==> config.mk <==
export PLATFORM = sky130hd
export DESIGN_NAME = dws_supervisor
export DESIGN_NICKNAME = d
export VERILOG_FILES = /design/src/hdl/dws_pkg.sv /design/src/hdl/dws_indep_wdg.sv /design/src/hdl/dws_supervisor.sv
export VERILOG_INCLUDE_DIRS = /design/src /design/src/hdl
export SDC_FILE = /design/constraint.sdc
export NUM_CORES = 1
export LEC_CHECK = 0
export BUFFER_PORTS_ARGS = -buffer_cell sky130_fd_sc_hd__clkbuf_2
export CORE_ASPECT_RATIO = 0.9
export CORE_MARGIN = 1.5
export CORE_UTILIZATION = 25
export CTS_BUF_LIST = sky130_fd_sc_hd__clkbuf_8 sky130_fd_sc_hd__clkbuf_16
export DETAILED_ROUTE_END_ITERATION = 6
export GPL_ROUTABILITY_DRIVEN = 0
export HOLD_SLACK_MARGIN = 0.08
export MAX_ROUTING_LAYER = met4
export PLACE_DENSITY = 0.44
export SYNTH_ARGS = -nofsm -noshare
export SYNTH_HDL_FRONTEND = slang
export SYNTH_SLANG_ARGS = --single-unit
==> constraint.sdc <==
create_clock -name sys_clk -period 3.13 [get_ports sys_clk]
set_clock_uncertainty 0.15 [all_clocks]
set_input_delay 0.1565 -clock sys_clk [delete_from_list [all_inputs] [get_ports sys_clk]]
set_output_delay 0.1565 -clock sys_clk [all_outputs]
set_load 0.02 [all_outputs]
==> src/hdl/dws_defs.svh <==
`ifndef DWS_DEFS_SVH
`define DWS_DEFS_SVH

// ---------------------------------------------------------------
// window watchdog
// ---------------------------------------------------------------
`define DWS_WW_RESET_VAL   7'h7F
`define DWS_WW_ZERO        7'h00
`define DWS_WW_PRESC_LAST  10'h3FF

// ---------------------------------------------------------------
// independent watchdog
// ---------------------------------------------------------------
`define DWS_IW_START       8'h00
`define DWS_IW_END         8'hFF
`define DWS_IW_PRESC_LAST  2'h3
// key codes are arbitrary values
`define DWS_IW_KEY_RELOAD  8'h5A
`define DWS_IW_KEY_START   8'hC3

// ---------------------------------------------------------------
// reset request pulse
// ---------------------------------------------------------------
`define DWS_RST_LAST       4'hF

`endif

==> src/hdl/dws_pkg.sv <==
package dws_pkg;

	typedef enum logic [1:0] {
		dws_st_idle  = 2'b00,
		dws_st_run   = 2'b01,
		dws_st_fired = 2'b10
	} dws_state_type;

endpackage : dws_pkg

==> src/hdl/dws_indep_wdg.sv <==
`timescale 1ns/100ps
`default_nettype none
`include "dws_defs.svh"

module dws_indep_wdg (
	// clock and reset
	input  wire logic       sys_clk,
	input  wire logic       nrst,
	// start sources
	input  wire logic       hw_option,
	// key port
	input  wire logic       key_wr,
	input  wire logic [7:0] key_data,
	// slow counting clock
	input  wire logic       low_speed_internal_rc_clock,
	// status
	output var  logic       running,
	output var  logic [7:0] count,
	output var  logic       expire
);

	dws_pkg::dws_state_type state_q;
	logic                   boot_q;
	logic                   rc_prev_q;
	logic [1:0]             presc_q;
	logic [7:0]             count_q;
	logic                   expire_q;
	logic                   rc_rise;
	logic                   tick;
	logic                   reload;
	logic                   sw_start;

	// ---------------------------------------------------------------
	// slow clock edges
	// ---------------------------------------------------------------
	// counting is paced by the rc clock only, never by sys_clk rate
	assign rc_rise  = low_speed_internal_rc_clock & ~rc_prev_q;
	assign tick     = rc_rise && (presc_q == `DWS_IW_PRESC_LAST);
	assign reload   = key_wr && (key_data == `DWS_IW_KEY_RELOAD);
	assign sw_start = key_wr && (key_data == `DWS_IW_KEY_START);

	always_ff @(posedge sys_clk or negedge nrst) begin
		if (!nrst) begin
			rc_prev_q <= 1'b0;
			boot_q    <= 1'b0;
		end else begin
			rc_prev_q <= low_speed_internal_rc_clock;
			boot_q    <= 1'b1;
		end
	end

	// ---------------------------------------------------------------
	// run control
	// ---------------------------------------------------------------
	always_ff @(posedge sys_clk or negedge nrst) begin
		if (!nrst) begin
			state_q <= dws_pkg::dws_st_idle;
		end else begin
			case (state_q)
			dws_pkg::dws_st_idle: begin
				// option sampled on the first edge after reset release
				if ((!boot_q && hw_option) || sw_start) begin
					state_q <= dws_pkg::dws_st_run;
				end
			end
			dws_pkg::dws_st_run: begin
				// no path back to idle: only nrst stops it
				if (tick && !reload && count_q == `DWS_IW_END) begin
					state_q <= dws_pkg::dws_st_fired;
				end
			end
			dws_pkg::dws_st_fired: state_q <= dws_pkg::dws_st_fired;
			default: state_q <= dws_pkg::dws_st_idle;
			endcase
		end
	end

	// ---------------------------------------------------------------
	// counter
	// ---------------------------------------------------------------
	always_ff @(posedge sys_clk or negedge nrst) begin
		if (!nrst) begin
			presc_q <= 2'h0;
			count_q <= `DWS_IW_START;
		end else if (state_q != dws_pkg::dws_st_run) begin
			presc_q <= 2'h0;
			count_q <= `DWS_IW_START;
		end else begin
			if (rc_rise) begin
				presc_q <= presc_q + 2'h1;
			end
			// a key landing on the last tick still rescues the device
			if (reload) begin
				count_q <= `DWS_IW_START;
			end else if (tick && count_q != `DWS_IW_END) begin
				count_q <= count_q + 8'h01;
			end
		end
	end

	always_ff @(posedge sys_clk or negedge nrst) begin
		if (!nrst) begin
			expire_q <= 1'b0;
		end else begin
			expire_q <= (state_q == dws_pkg::dws_st_run) && tick && !reload
				&& (count_q == `DWS_IW_END);
		end
	end

	assign running = (state_q != dws_pkg::dws_st_idle);
	assign count   = count_q;
	assign expire  = expire_q;

	// ---------------------------------------------------------------
	// checks
	// ---------------------------------------------------------------
	chk_iw_reload_start: assert property (
		@(posedge sys_clk) disable iff (!nrst)
		(state_q == dws_pkg::dws_st_run) && reload
		|=> count_q == `DWS_IW_START)
		else $error("key reload did not restart the count");

	chk_iw_end_expire: assert property (
		@(posedge sys_clk) disable iff (!nrst)
		(state_q == dws_pkg::dws_st_run) && tick && !reload
		&& count_q == `DWS_IW_END
		|=> expire_q ##1 !expire_q && state_q == dws_pkg::dws_st_fired)
		else $error("end of count did not expire once");

	chk_iw_rc_paced: assert property (
		@(posedge sys_clk) disable iff (!nrst)
		$past(state_q == dws_pkg::dws_st_run) && $changed(count_q)
		&& count_q != `DWS_IW_START
		|-> $past(tick))
		else $error("count moved without a slow clock tick");

endmodule : dws_indep_wdg
`default_nettype wire

==> src/hdl/dws_supervisor.sv <==
`timescale 1ns/100ps
`default_nettype none
`include "dws_defs.svh"

module dws_supervisor (
	// clock and reset
	input  wire logic       sys_clk,
	input  wire logic       nrst,
	// non-volatile option levels
	input  wire logic       ww_hw_option,
	input  wire logic       iw_hw_option,
	// window watchdog software port
	input  wire logic       ww_start,
	input  wire logic       ww_refresh,
	input  wire logic [6:0] ww_refresh_value,
	input  wire logic [6:0] ww_window,
	// independent watchdog software port
	input  wire logic       iw_key_wr,
	input  wire logic [7:0] iw_key_data,
	input  wire logic       low_speed_internal_rc_clock,
	// status
	output var  logic       ww_running,
	output var  logic [6:0] ww_count,
	output var  logic       iw_running,
	output var  logic [7:0] iw_count,
	// reset request
	output var  logic       dev_reset_req,
	output var  logic       reset_cause_ww,
	output var  logic       reset_cause_iw
);

	// ---------------------------------------------------------------
	// declarations
	// ---------------------------------------------------------------
	dws_pkg::dws_state_type ww_state_q;
	logic                   boot_q;
	logic [9:0]             ww_presc_q;
	logic [6:0]             ww_count_q;
	logic                   ww_fire_q;
	logic                   ww_tick;
	logic                   ww_active;
	logic                   ww_early;
	logic                   ww_late;
	logic                   iw_expire;
	logic                   rst_act_q;
	logic [3:0]             rst_cnt_q;
	logic                   cause_ww_q;
	logic                   cause_iw_q;

	// ---------------------------------------------------------------
	// independent watchdog
	// ---------------------------------------------------------------
	dws_indep_wdg u_indep (
		.sys_clk                     (sys_clk),
		.nrst                        (nrst),
		.hw_option                   (iw_hw_option),
		.key_wr                      (iw_key_wr),
		.key_data                    (iw_key_data),
		.low_speed_internal_rc_clock (low_speed_internal_rc_clock),
		.running                     (iw_running),
		.count                       (iw_count),
		.expire                      (iw_expire)
	);

	// ---------------------------------------------------------------
	// window watchdog control
	// ---------------------------------------------------------------
	assign ww_active = (ww_state_q == dws_pkg::dws_st_run);
	assign ww_tick   = ww_active && (ww_presc_q == `DWS_WW_PRESC_LAST);
	// counter still above the window value: refresh came too soon
	assign ww_early  = ww_active && ww_refresh
		&& (ww_count_q > ww_window);
	// counter ran out with no refresh
	assign ww_late   = ww_active && !ww_refresh && ww_tick
		&& (ww_count_q == `DWS_WW_ZERO);

	// option level is caught by a clocked process after reset release
	always_ff @(posedge sys_clk or negedge nrst) begin
		if (!nrst) begin
			boot_q <= 1'b0;
		end else begin
			boot_q <= 1'b1;
		end
	end

	always_ff @(posedge sys_clk or negedge nrst) begin
		if (!nrst) begin
			ww_state_q <= dws_pkg::dws_st_idle;
		end else begin
			case (ww_state_q)
			dws_pkg::dws_st_idle: begin
				if ((!boot_q && ww_hw_option) || ww_start) begin
					ww_state_q <= dws_pkg::dws_st_run;
				end
			end
			dws_pkg::dws_st_run: begin
				// the only exits lead to fired; software has no stop
				if (ww_early || ww_late) begin
					ww_state_q <= dws_pkg::dws_st_fired;
				end
			end
			dws_pkg::dws_st_fired: ww_state_q <= dws_pkg::dws_st_fired;
			default: ww_state_q <= dws_pkg::dws_st_idle;
			endcase
		end
	end

	// ---------------------------------------------------------------
	// window watchdog counter
	// ---------------------------------------------------------------
	always_ff @(posedge sys_clk or negedge nrst) begin
		if (!nrst) begin
			ww_presc_q <= 10'h000;
		end else if (!ww_active || ww_refresh) begin
			// refresh restarts the prescaler so each period is whole
			ww_presc_q <= 10'h000;
		end else begin
			ww_presc_q <= ww_presc_q + 10'h001;
		end
	end

	always_ff @(posedge sys_clk or negedge nrst) begin
		if (!nrst) begin
			ww_count_q <= `DWS_WW_RESET_VAL;
		end else if (ww_active) begin
			// refresh inside the window beats a simultaneous tick
			if (ww_refresh && !ww_early) begin
				ww_count_q <= ww_refresh_value;
			end else if (ww_tick && ww_count_q != `DWS_WW_ZERO) begin
				ww_count_q <= ww_count_q - 7'h01;
			end
		end
	end

	always_ff @(posedge sys_clk or negedge nrst) begin
		if (!nrst) begin
			ww_fire_q <= 1'b0;
		end else begin
			ww_fire_q <= ww_early || ww_late;
		end
	end

	// ---------------------------------------------------------------
	// device reset request
	// ---------------------------------------------------------------
	// the pulse is fixed length; the system is expected to pull nrst
	// from it, which clears every watchdog back to stopped
	always_ff @(posedge sys_clk or negedge nrst) begin
		if (!nrst) begin
			rst_act_q <= 1'b0;
			rst_cnt_q <= 4'h0;
		end else if (!rst_act_q) begin
			if (ww_fire_q || iw_expire) begin
				rst_act_q <= 1'b1;
				rst_cnt_q <= 4'h0;
			end
		end else if (rst_cnt_q != `DWS_RST_LAST) begin
			rst_cnt_q <= rst_cnt_q + 4'h1;
		end else begin
			rst_act_q <= 1'b0;
		end
	end

	// cause flags stay until nrst so software can read why it restarted
	always_ff @(posedge sys_clk or negedge nrst) begin
		if (!nrst) begin
			cause_ww_q <= 1'b0;
			cause_iw_q <= 1'b0;
		end else begin
			if (ww_fire_q) begin
				cause_ww_q <= 1'b1;
			end
			if (iw_expire) begin
				cause_iw_q <= 1'b1;
			end
		end
	end

	// ---------------------------------------------------------------
	// outputs
	// ---------------------------------------------------------------
	assign ww_running     = (ww_state_q != dws_pkg::dws_st_idle);
	assign ww_count       = ww_count_q;
	assign dev_reset_req  = rst_act_q;
	assign reset_cause_ww = cause_ww_q;
	assign reset_cause_iw = cause_iw_q;

	// ---------------------------------------------------------------
	// checks
	// ---------------------------------------------------------------
	chk_ww_option_start: assert property (
		@(posedge sys_clk) disable iff (!nrst)
		!boot_q && ww_hw_option |=> ww_running)
		else $error("window option did not start the watchdog");

	chk_ww_sw_start: assert property (
		@(posedge sys_clk) disable iff (!nrst)
		ww_start |=> ww_running)
		else $error("software start was not taken");

	chk_iw_option_start: assert property (
		@(posedge sys_clk) disable iff (!nrst)
		!boot_q && iw_hw_option |=> iw_running)
		else $error("independent option did not start the watchdog");

	chk_ww_no_stop: assert property (
		@(posedge sys_clk) disable iff (!nrst)
		ww_running |=> ww_running [*8])
		else $error("window watchdog stopped without reset");

	chk_iw_no_stop: assert property (
		@(posedge sys_clk) disable iff (!nrst)
		iw_running |=> iw_running [*8])
		else $error("independent watchdog stopped without reset");

	chk_ww_early_reset: assert property (
		@(posedge sys_clk) disable iff (!nrst)
		ww_active && ww_refresh && (ww_count_q > ww_window) && !rst_act_q
		&& !iw_expire
		|-> ##2 dev_reset_req && reset_cause_ww)
		else $error("early refresh gave no reset");

	chk_ww_good_refresh: assert property (
		@(posedge sys_clk) disable iff (!nrst)
		ww_active && ww_refresh && (ww_count_q <= ww_window)
		|=> ww_count_q == $past(ww_refresh_value) && !ww_fire_q)
		else $error("refresh inside the window misbehaved");

	chk_iw_expire_reset: assert property (
		@(posedge sys_clk) disable iff (!nrst)
		iw_expire && !rst_act_q |=> dev_reset_req && reset_cause_iw
		##15 dev_reset_req ##1 !dev_reset_req)
		else $error("independent expiry reset pulse wrong");

	chk_iw_key_reload: assert property (
		@(posedge sys_clk) disable iff (!nrst)
		iw_running && !iw_expire && iw_key_wr
		&& iw_key_data == `DWS_IW_KEY_RELOAD && iw_count != `DWS_IW_START
		|=> iw_count == `DWS_IW_START)
		else $error("key write did not reload the counter");

endmodule : dws_supervisor
`default_nettype wire

==> Implementation_results.wiki, run 1 <==
{| class="wikitable"
! Metric !! Value
|-
| Run status || complete, no violations
|-
| Count of buffer and inverter cells on the critical path || 1
|-
| Maximum number of pins on one net before global-route repair || 28
|-
| Library cell occupying the most area in the post-synthesis netlist || dfrtp_1
|-
| Final total negative setup slack || 0 ps
|-
| Total number of vias || 1,966
|-
| Htree depth || 2
|-
| Netlist cell types || 49
|-
| Number of standard cells in the final layout excluding fillers || 437
|-
| Highest signal layer in the routed design || met4
|-
| Synthesized net count || 301
|-
| Delay of the slowest critical-path stage || 450 ps
|-
| Total core area || 9290 µm²
|-
| Peak ir drop on the vdd network || 0.2063 mV
|-
| Mean instance size in the synthesized netlist || 9.632 µm²
|-
| Clock tree root driver cell || clkbuf_8
|-
| Number of synthesis warnings || 0
|-
| Row cnt || 33
|-
| Ports placed on the boundary || 50
|-
| Largest fanout of any net on the critical path || 13
|-
| Depth of the worst hold-timing path || 3
|-
| Quantity of hold-fixing buffers added after cts || 9
|-
| TritonCTS clock tree || yes
|-
| Post-cts gate resize count || 0
|-
| Port bufs || 49
|-
| Cell chain of the critical path || inv_1 -> ha_1 -> nand2_1 -> nor3_1 -> nand3_1 -> a31o_2 -> mux2_2
|-
| Hold slack final || 155.2 ps
|-
| Aggregate global routing overflow || 0
|-
| Syn Std Cell Area || 2427 µm²
|-
| Global-route wire length before repair || 9.273 mm
|-
| Number of antenna cells inserted || 0
|-
| Detail Route Antenna Nets || 0
|-
| Average wire per cell in the routed design || 12.37 µm
|-
| Type of element launching the critical path || register
|-
| Sum of met3 wire segment lengths after detailed routing || 154 µm
|-
| Kind of cell adding the most delay to the critical path || simple AND/OR/NAND/NOR gates
|-
| Commonest cells in the synthesized netlist || dfrtp_1, nor2_1, inv_1
|-
| Count of cell instances traversed by the critical path || 7
|-
| Maximum achievable frequency || 396.5 MHz
|-
| Slack of the critical path || 607.9 ps
|-
| Number of detailed-routing iterations run before antenna repair || 4
|-
| Unrepaired setup endpoints after global routing || false
|-
| Met1 routed wirelength after detailed routing || 2.780 mm
|-
| Number of placed instances, taps included || 420
|-
| Standby leakage power || 0.001402 µW
|-
| Setup fix buffers added after clock tree synthesis || 0
|-
| Floorplan die area || 10,310 µm²
|-
| Top post-synthesis cells by area || dfrtp_1, ha_1, dfstp_2
|-
| Clk sink count || 42
|-
| Most instantiated library cell after synthesis || dfrtp_1
|-
| Required time at the endpoint of the critical path || 3160 ps
|-
| Top flip-flop cell by instance count after synthesis || dfrtp_1
|-
| Worst-path cell with the longest stage delay || ha_1
|-
| Proportion of synthesized chip area in sequential cells || 43.66%
|-
| Via-per-instance ratio || 4.499
|-
| Worst-margin pin slew || 699.5 ps
|-
| Final WL || 5.406 mm
|-
| FFs w/ async S/R, synth || 100.0%
|-
| Clock Latency Late Sink || 290 ps
|-
| Crit path arrival time || 2550 ps
|-
| Final Slew Violations || 0
|-
| Number of buffers on the longest clock path || 2
|-
| Instance count of the mapped netlist || 252
|-
| Minimum clock period after layout || 2522 ps
|-
| Met2 Routed Length || 2.420 mm
|-
| CTS buffer count || 5
|-
| Kind of capture point of the worst setup path || register
|-
| Post-placement setup slack || 629.4 ps
|-
| Share of final-layout standard cells stronger than drive strength 1 || 24.44%
|-
| Width of the die || 106.9 µm
|-
| Die height || 96.48 µm
|-
| Residual DRC count || 0
|-
| Net count, final || 363
|-
| Synth top area share || 36.08%
|-
| Starting DRT DRC Count || 39
|-
| Number of antenna violations at the first check in global routing || 0
|-
| Setup CP Type || reg2reg
|-
| Effective utilization at floorplan || 26.13%
|-
| Worst rel slew slack || 52.88%
|-
| Count of max-cap constraint violations || 0
|-
| Final count of hold timing violations || 0
|-
| Number of enable-type register cells in the synthesized netlist || 0
|-
| Final setup viols || 0
|-
| Count of state elements after synthesis || 42
|-
| R2r worst-path depth || 7
|-
| Via count of the first global-routing pass || 1,964
|-
| Share of the clock period used by the worst path after layout || 80.58%
|-
| Total track usage || 11.77%
|-
| Layout Area Growth over Synthesis || 23.14%
|-
| CTS clk-pin slew, worst paths || 90 ps
|-
| Hpwl dp || 4.080 mm
|-
| Pwr dens || 658.7 nW/µm²
|-
| Worst min-delay path category || in2reg
|}
[cells in the final DEF (no fill, tap or decap), drive strengths merged, types with 2 or more instances in the layout]
cell / count
a211o: 2
a211oi: 2
a21oi: 7
a22oi: 3
a311oi: 2
and2: 3
and3: 5
and3b: 2
clkbuf: 55
dfrtp: 35
dfstp: 7
dlygate4sd3: 9
ha: 19
inv: 21
mux2: 4
mux2i: 4
nand2: 16
nand2b: 2
nand3: 12
nand4: 12
nor2: 32
nor2b: 3
nor3: 4
nor4: 3
o21ai: 8
or2: 3
or3: 6
xnor2: 3
xor2: 13
[report_power, final]
group,switching (µW),internal [µW]
combinational,472,324
sequential,116,694
clock,189,175
total,776,1190
[worst register-to-register path: stages (launching register included)]
cell     delay, ps
dfrtp_1        380
inv_1          100
ha_1           450
nand2_1        130
nor3_1         450
nand3_1        180
a31o_2         300
mux2_2         260
[state kept, by name, indices dropped and copies added, names as in the netlist, 2 cells and up]
name	cells
u_indep.presc_q	2
u_indep.state_q	2
rst_cnt_q	4
u_indep.count	8
ww_presc_q	10
ww_state_q	2
ww_count	7
[metal layers]
metal  vias to the layer above  GRT usage (%)
met2                        24          18.22
met3                         5          2.146
met5                         -              -
met4                         0          3.000
li1                       1001              -
met1                       936          16.01
[worst paths after layout]
kind / start / endpoint / slack (ps)
max reg2reg: ww_state_q[1] / ww_state_q[0] / 610
min: ww_refresh / ww_fire_q / 160
min reg2reg: reset_cause_ww / reset_cause_ww / 320
min in group asynchronous: nrst / rst_cnt_q[2] / 290
max in group asynchronous: nrst / ww_count[0] / 1770
max: ww_state_q[1] / ww_state_q[0] / 610
[cell families after synthesis]
| family | share of synthesized area, % |
|---|---|
| AOI/OAI and AO/OA | 9.124 |
| xor gates and xnor gates | 5.773 |
| adders and majority gates | 9.794 |
| buffers and inverters | 4.124 |
| DFF | 43.66 |
| muxes | 3.505 |
| other | 0.1545 |
| and+or+nand+nor | 23.87 |
[area by class of cell]
class / count / area [µm²]
Inverter: 20 / 75.07
Clock buffer: 6 / 82.58
Fill cell: 996 / 6301
Multi-Input combinational cell: 186 / 1267
Tap cell: 122 / 152.6
Timing Repair Buffer: 59 / 342.8
Clock inverter: 2 / 8.758
Sequential cell: 42 / 1060
[metrics by stage]
step,area (µm²),util [%],total power (µW)
final,2989,32.18,1969
after floorplan,2427,-,1373
after CTS,2989,32.18,2006
after detailed placement,2808,30.22,1620
after global routing,2989,32.18,2147
after global placement,2808,30.22,1614
Note: power is estimated with default switching activity, not from simulation.
==> run 2, diff against run 1 <==
--- a/config.mk
+++ b/config.mk
@@ -6,6 +6,7 @@
 export SDC_FILE = /design/constraint.sdc
 export NUM_CORES = 1
 export LEC_CHECK = 0
+export ABC_AREA = 1
 export BUFFER_PORTS_ARGS = -buffer_cell sky130_fd_sc_hd__clkbuf_2
 export CORE_ASPECT_RATIO = 0.9
 export CORE_MARGIN = 1.5
@@ -15,7 +16,7 @@
 export GPL_ROUTABILITY_DRIVEN = 0
 export HOLD_SLACK_MARGIN = 0.08
 export MAX_ROUTING_LAYER = met4
-export PLACE_DENSITY = 0.44
+export PLACE_DENSITY = 0.45
 export SYNTH_ARGS = -nofsm -noshare
 export SYNTH_HDL_FRONTEND = slang
 export SYNTH_SLANG_ARGS = --single-unit
==> constraint.sdc (replaced) <==
create_clock -name sys_clk -period 2.3 [get_ports sys_clk]
set_clock_uncertainty 0.15 [all_clocks]
set_input_delay 0.115 -clock sys_clk [delete_from_list [all_inputs] [get_ports sys_clk]]
set_output_delay 0.115 -clock sys_clk [all_outputs]
set_load 0.02 [all_outputs]
==> run 2 against run 1 <==
Against the previous run: synthesized cell count rose by 30%; clock power grew 91%; sequential share of layout area decreased by 2.4 points; setup slack worse by 410 ps; sequential cell count did not move; largest power group is now combinational logic; highest routed layer unchanged.
==> Implementation_results.wiki, run 2 <==
{| class="wikitable"
! Metric !! Value
|-
| Standby leakage power || 0.001695 µW (was 0.001402 µW)
|-
| Worst min-delay path category || in2reg (unchanged)
|-
| Post-placement setup slack || 210.9 ps (was 629.4 ps)
|-
| Htree depth || 2 (unchanged)
|-
| Flip-flop count of the largest register after layout || 10 (unchanged)
|-
| Hpwl dp || 4.299 mm (was 4.080 mm)
|-
| Required time at the endpoint of the critical path || 2380 ps (was 3160 ps)
|-
| Pwr dens || 952.9 nW/µm² (was 658.7 nW/µm²)
|-
| Floorplan die area || 10,780 µm² (was 10,310 µm²)
|-
| Unrepaired setup endpoints after global routing || false (unchanged)
|-
| Count of max-cap constraint violations || 0 (unchanged)
|-
| CTS clk-pin slew, worst paths || 60 ps (was 90 ps)
|-
| Flop2flop setup slack || 190 ps (was 610 ps)
|-
| R2r worst-path depth || 10 (was 7)
|-
| Run status || complete, no violations (unchanged)
|-
| Slack of the critical path || 193.9 ps (was 607.9 ps)
|-
| Peak ir drop on the vdd network || 0.2904 mV (was 0.2063 mV)
|-
| Syn Std Cell Area || 2542 µm² (was 2427 µm²)
|-
| Number of synthesis warnings || 0 (unchanged)
|-
| Port bufs || 49 (unchanged)
|-
| Final count of hold timing violations || 0 (unchanged)
|-
| Startpoint of the tightest hold check path || iw_hw_option (was ww_refresh)
|-
| Most instantiated library cell after synthesis || nand2_1 (was dfrtp_1)
|-
| Total core area || 9784 µm² (was 9290 µm²)
|-
| Row cnt || 34 (was 33)
|-
| Share of final-layout standard cells stronger than drive strength 1 || 20.71% (was 24.44%)
|-
| Placed cell area || 2960 µm² (was 2808 µm²)
|-
| Net count, final || 444 (was 363)
|-
| Type of element launching the critical path || register (unchanged)
|-
| Via count of the first global-routing pass || 2,168 (was 1,964)
|-
| Instance count of the mapped netlist || 327 (was 252)
|-
| Top post-synthesis cells by area || dfrtp_1, nand2_1, ha_1 (was dfrtp_1, ha_1, dfstp_2)
|-
| Post-cts gate resize count || 0 (unchanged)
|-
| Netlist cell types || 28 (was 49)
|-
| Most frequent cells in the layout || nand2_1, inv_1, clkbuf_2 (was clkbuf_2, dfrtp_1, nor2_1)
|-
| Detail Route Antenna Nets || 0 (unchanged)
|-
| Global-route wire length before repair || 9.873 mm (was 9.273 mm)
|-
| Maximum number of pins on one net before global-route repair || 20 (was 28)
|-
| Top flip-flop cell by instance count after synthesis || dfrtp_1 (unchanged)
|-
| Total number of vias || 2,199 (was 1,966)
|-
| Starting DRT DRC Count || 74 (was 39)
|-
| Overall power after layout || 3056 µW (was 1969 µW)
|-
| Kind of capture point of the worst setup path || register (unchanged)
|-
| Effective utilization at floorplan || 25.98% (was 26.13%)
|-
| Via-per-instance ratio || 4.213 (was 4.499)
|-
| Maximum achievable frequency || 474.8 MHz (was 396.5 MHz)
|-
| Minimum clock period after layout || 2106 ps (was 2522 ps)
|-
| Final setup viols || 0 (unchanged)
|-
| Library cell occupying the most area in the post-synthesis netlist || dfrtp_1 (unchanged)
|-
| Hold worst-path end || u_indep.state_q[0] (was ww_fire_q)
|-
| Count of state elements after synthesis || 42 (unchanged)
|-
| Aggregate global routing overflow || 0 (unchanged)
|-
| Startpoint of the most critical register-to-register path || ww_count[6] (was ww_state_q[1])
|-
| Crit path arrival time || 2180 ps (was 2550 ps)
|-
| Storage cell area || 1060 µm² (unchanged)
|-
| Number of enable-type register cells in the synthesized netlist || 0 (unchanged)
|-
| Clk sink count || 42 (unchanged)
|-
| Final Slew Violations || 0 (unchanged)
|-
| Synth top area share || 34.45% (was 36.08%)
|-
| Total track usage || 11.81% (was 11.77%)
|-
| Residual DRC count || 0 (unchanged)
|-
| CTS buffer count || 5 (unchanged)
|-
| Average wire per cell in the routed design || 10.57 µm (was 12.37 µm)
|-
| Largest register by flop count || ww_presc_q (unchanged)
|-
| Ports placed on the boundary || 50 (unchanged)
|-
| Number of antenna cells inserted || 0 (unchanged)
|-
| Setup CP Type || reg2reg (unchanged)
|-
| Share of the clock period used by the worst path after layout || 91.57% (was 80.58%)
|-
| Proportion of synthesized chip area in sequential cells || 41.68% (was 43.66%)
|-
| Die height || 98.67 µm (was 96.48 µm)
|-
| Depth of the worst hold-timing path || 5 (was 3)
|-
| Number of buffers on the longest clock path || 2 (unchanged)
|-
| Clock Latency Late Sink || 280 ps (was 290 ps)
|-
| Fin area || 3207 µm² (was 2989 µm²)
|-
| R2r endpoint || ww_count[0] (was ww_state_q[0])
|-
| TritonCTS clock tree || yes (unchanged)
|-
| Clock tree root driver cell || clkbuf_16 (was clkbuf_8)
|-
| Mean instance size in the synthesized netlist || 7.775 µm² (was 9.632 µm²)
|-
| Commonest cells in the synthesized netlist || nand2_1, inv_1, dfrtp_1, nor2_1, nand3_1 (was dfrtp_1, nor2_1, inv_1)
|-
| Layout Area Growth over Synthesis || 26.13% (was 23.14%)
|-
| Synthesized net count || 376 (was 301)
|-
| Area of the multi-input gates || 1291 µm² (was 1267 µm²)
|-
| Final total negative setup slack || 0 ps (unchanged)
|-
| Final WL || 5.520 mm (was 5.406 mm)
|-
| Most common cell after layout, fill and taps aside || nand2_1 (was clkbuf_2)
|-
| Filler cell count in the final layout || 1,069 (was 996)
|-
| Number of detailed-routing iterations run before antenna repair || 4 (unchanged)
|-
| Number of antenna violations at the first check in global routing || 0 (unchanged)
|-
| Largest fanout of any net on the critical path || 10 (was 13)
|-
| FFs w/ async S/R, synth || 100.0% (unchanged)
|-
| Width of the die || 109.3 µm (was 106.9 µm)
|}
run 2: changes by cell type after synthesis, sizes merged, moves of 5 or more:
cell,before,now
nand3,12,27
nand2,16,91
nor2,32,38
xor2,13,8
a21oi,7,19
o21ai,8,14
and3,5,0
or3,6,0
nand4,12,6
inv,20,49
run 2: metal layers:
metal  GRT usage, %  part of all wire (%)  up-vias
met2          18.32                    46       25
li1               -                     -     1170
met4          3.596                  0.96        0
met3          1.984                   2.3        5
met5              -                     0        -
met1          15.76                    51      999
run 2: critical path, stage by stage (launching register included):
cell and delay (ps):
dfstp_2 580, ha_1 260, nand2_1 80, inv_1 40, a21oi_1 170, nand2_1 110, nand2_4 130, nand2_4 110
a21oi_4 240, nand2_1 90, nand2_1 70
run 2: layout make-up:
type | instances | share of cell area [%]
Tap cell | 126 | 4.916
Timing Repair Buffer | 62 | 11.47
Clock inverter | 3 | 0.6633
Multi-Input combinational cell | 235 | 40.27
Inverter | 49 | 5.735
Clock buffer | 5 | 3.902
Sequential cell | 42 | 33.05
run 2: cell families (layout without fill, tap and decap cells):
group,Yosys count,after routing,share of synthesized area (%)
and+or+nand+nor,169,169,29.68
buffers and inverters,50,119,7.530
DFF,42,42,41.68
AOI/OAI and AO/OA,35,35,7.825
adders and majority gates,19,19,9.350
xor gates and xnor gates,11,11,3.790
other,1,1,0.1475
run 2: worst max-delay path by stage:
stage                        endpoint  slack, ps         from  cells past startpoint
after floorplan           ww_count[3]        390  ww_count[0]                     11
after global placement    ww_count[3]        230  ww_count[6]                     10
after detailed placement  ww_count[4]        210  ww_count[6]                     10
after CTS                 ww_count[0]        180  ww_count[6]                     10
after global routing      ww_count[0]          5  ww_count[6]                     10
final                     ww_count[0]        190  ww_count[6]                     10
run 2: power by group:
part	switching [µW]	internal, µW	leakage (µW)
combinational	808	469	0.00109
sequential	146	936	0.000538
clock	295	402	0.0000698
total	1250	1810	0.00170
run 2: repair_timing:
item                      in CTS  in global routing
buffers inserted               0                  0
hold buffers                  10                  0
hold endpoints to repair      28                  0
run 2: per-stage QoR:
stage	hold slack [ps]	util [%]	instances
global route	120.9	32.77	522
finish	82.72	32.77	522
CTS	80.15	32.77	522
global placement	-28.32	30.26	504
detailed placement	-35.95	30.26	504
floorplan	-330.6	-	327
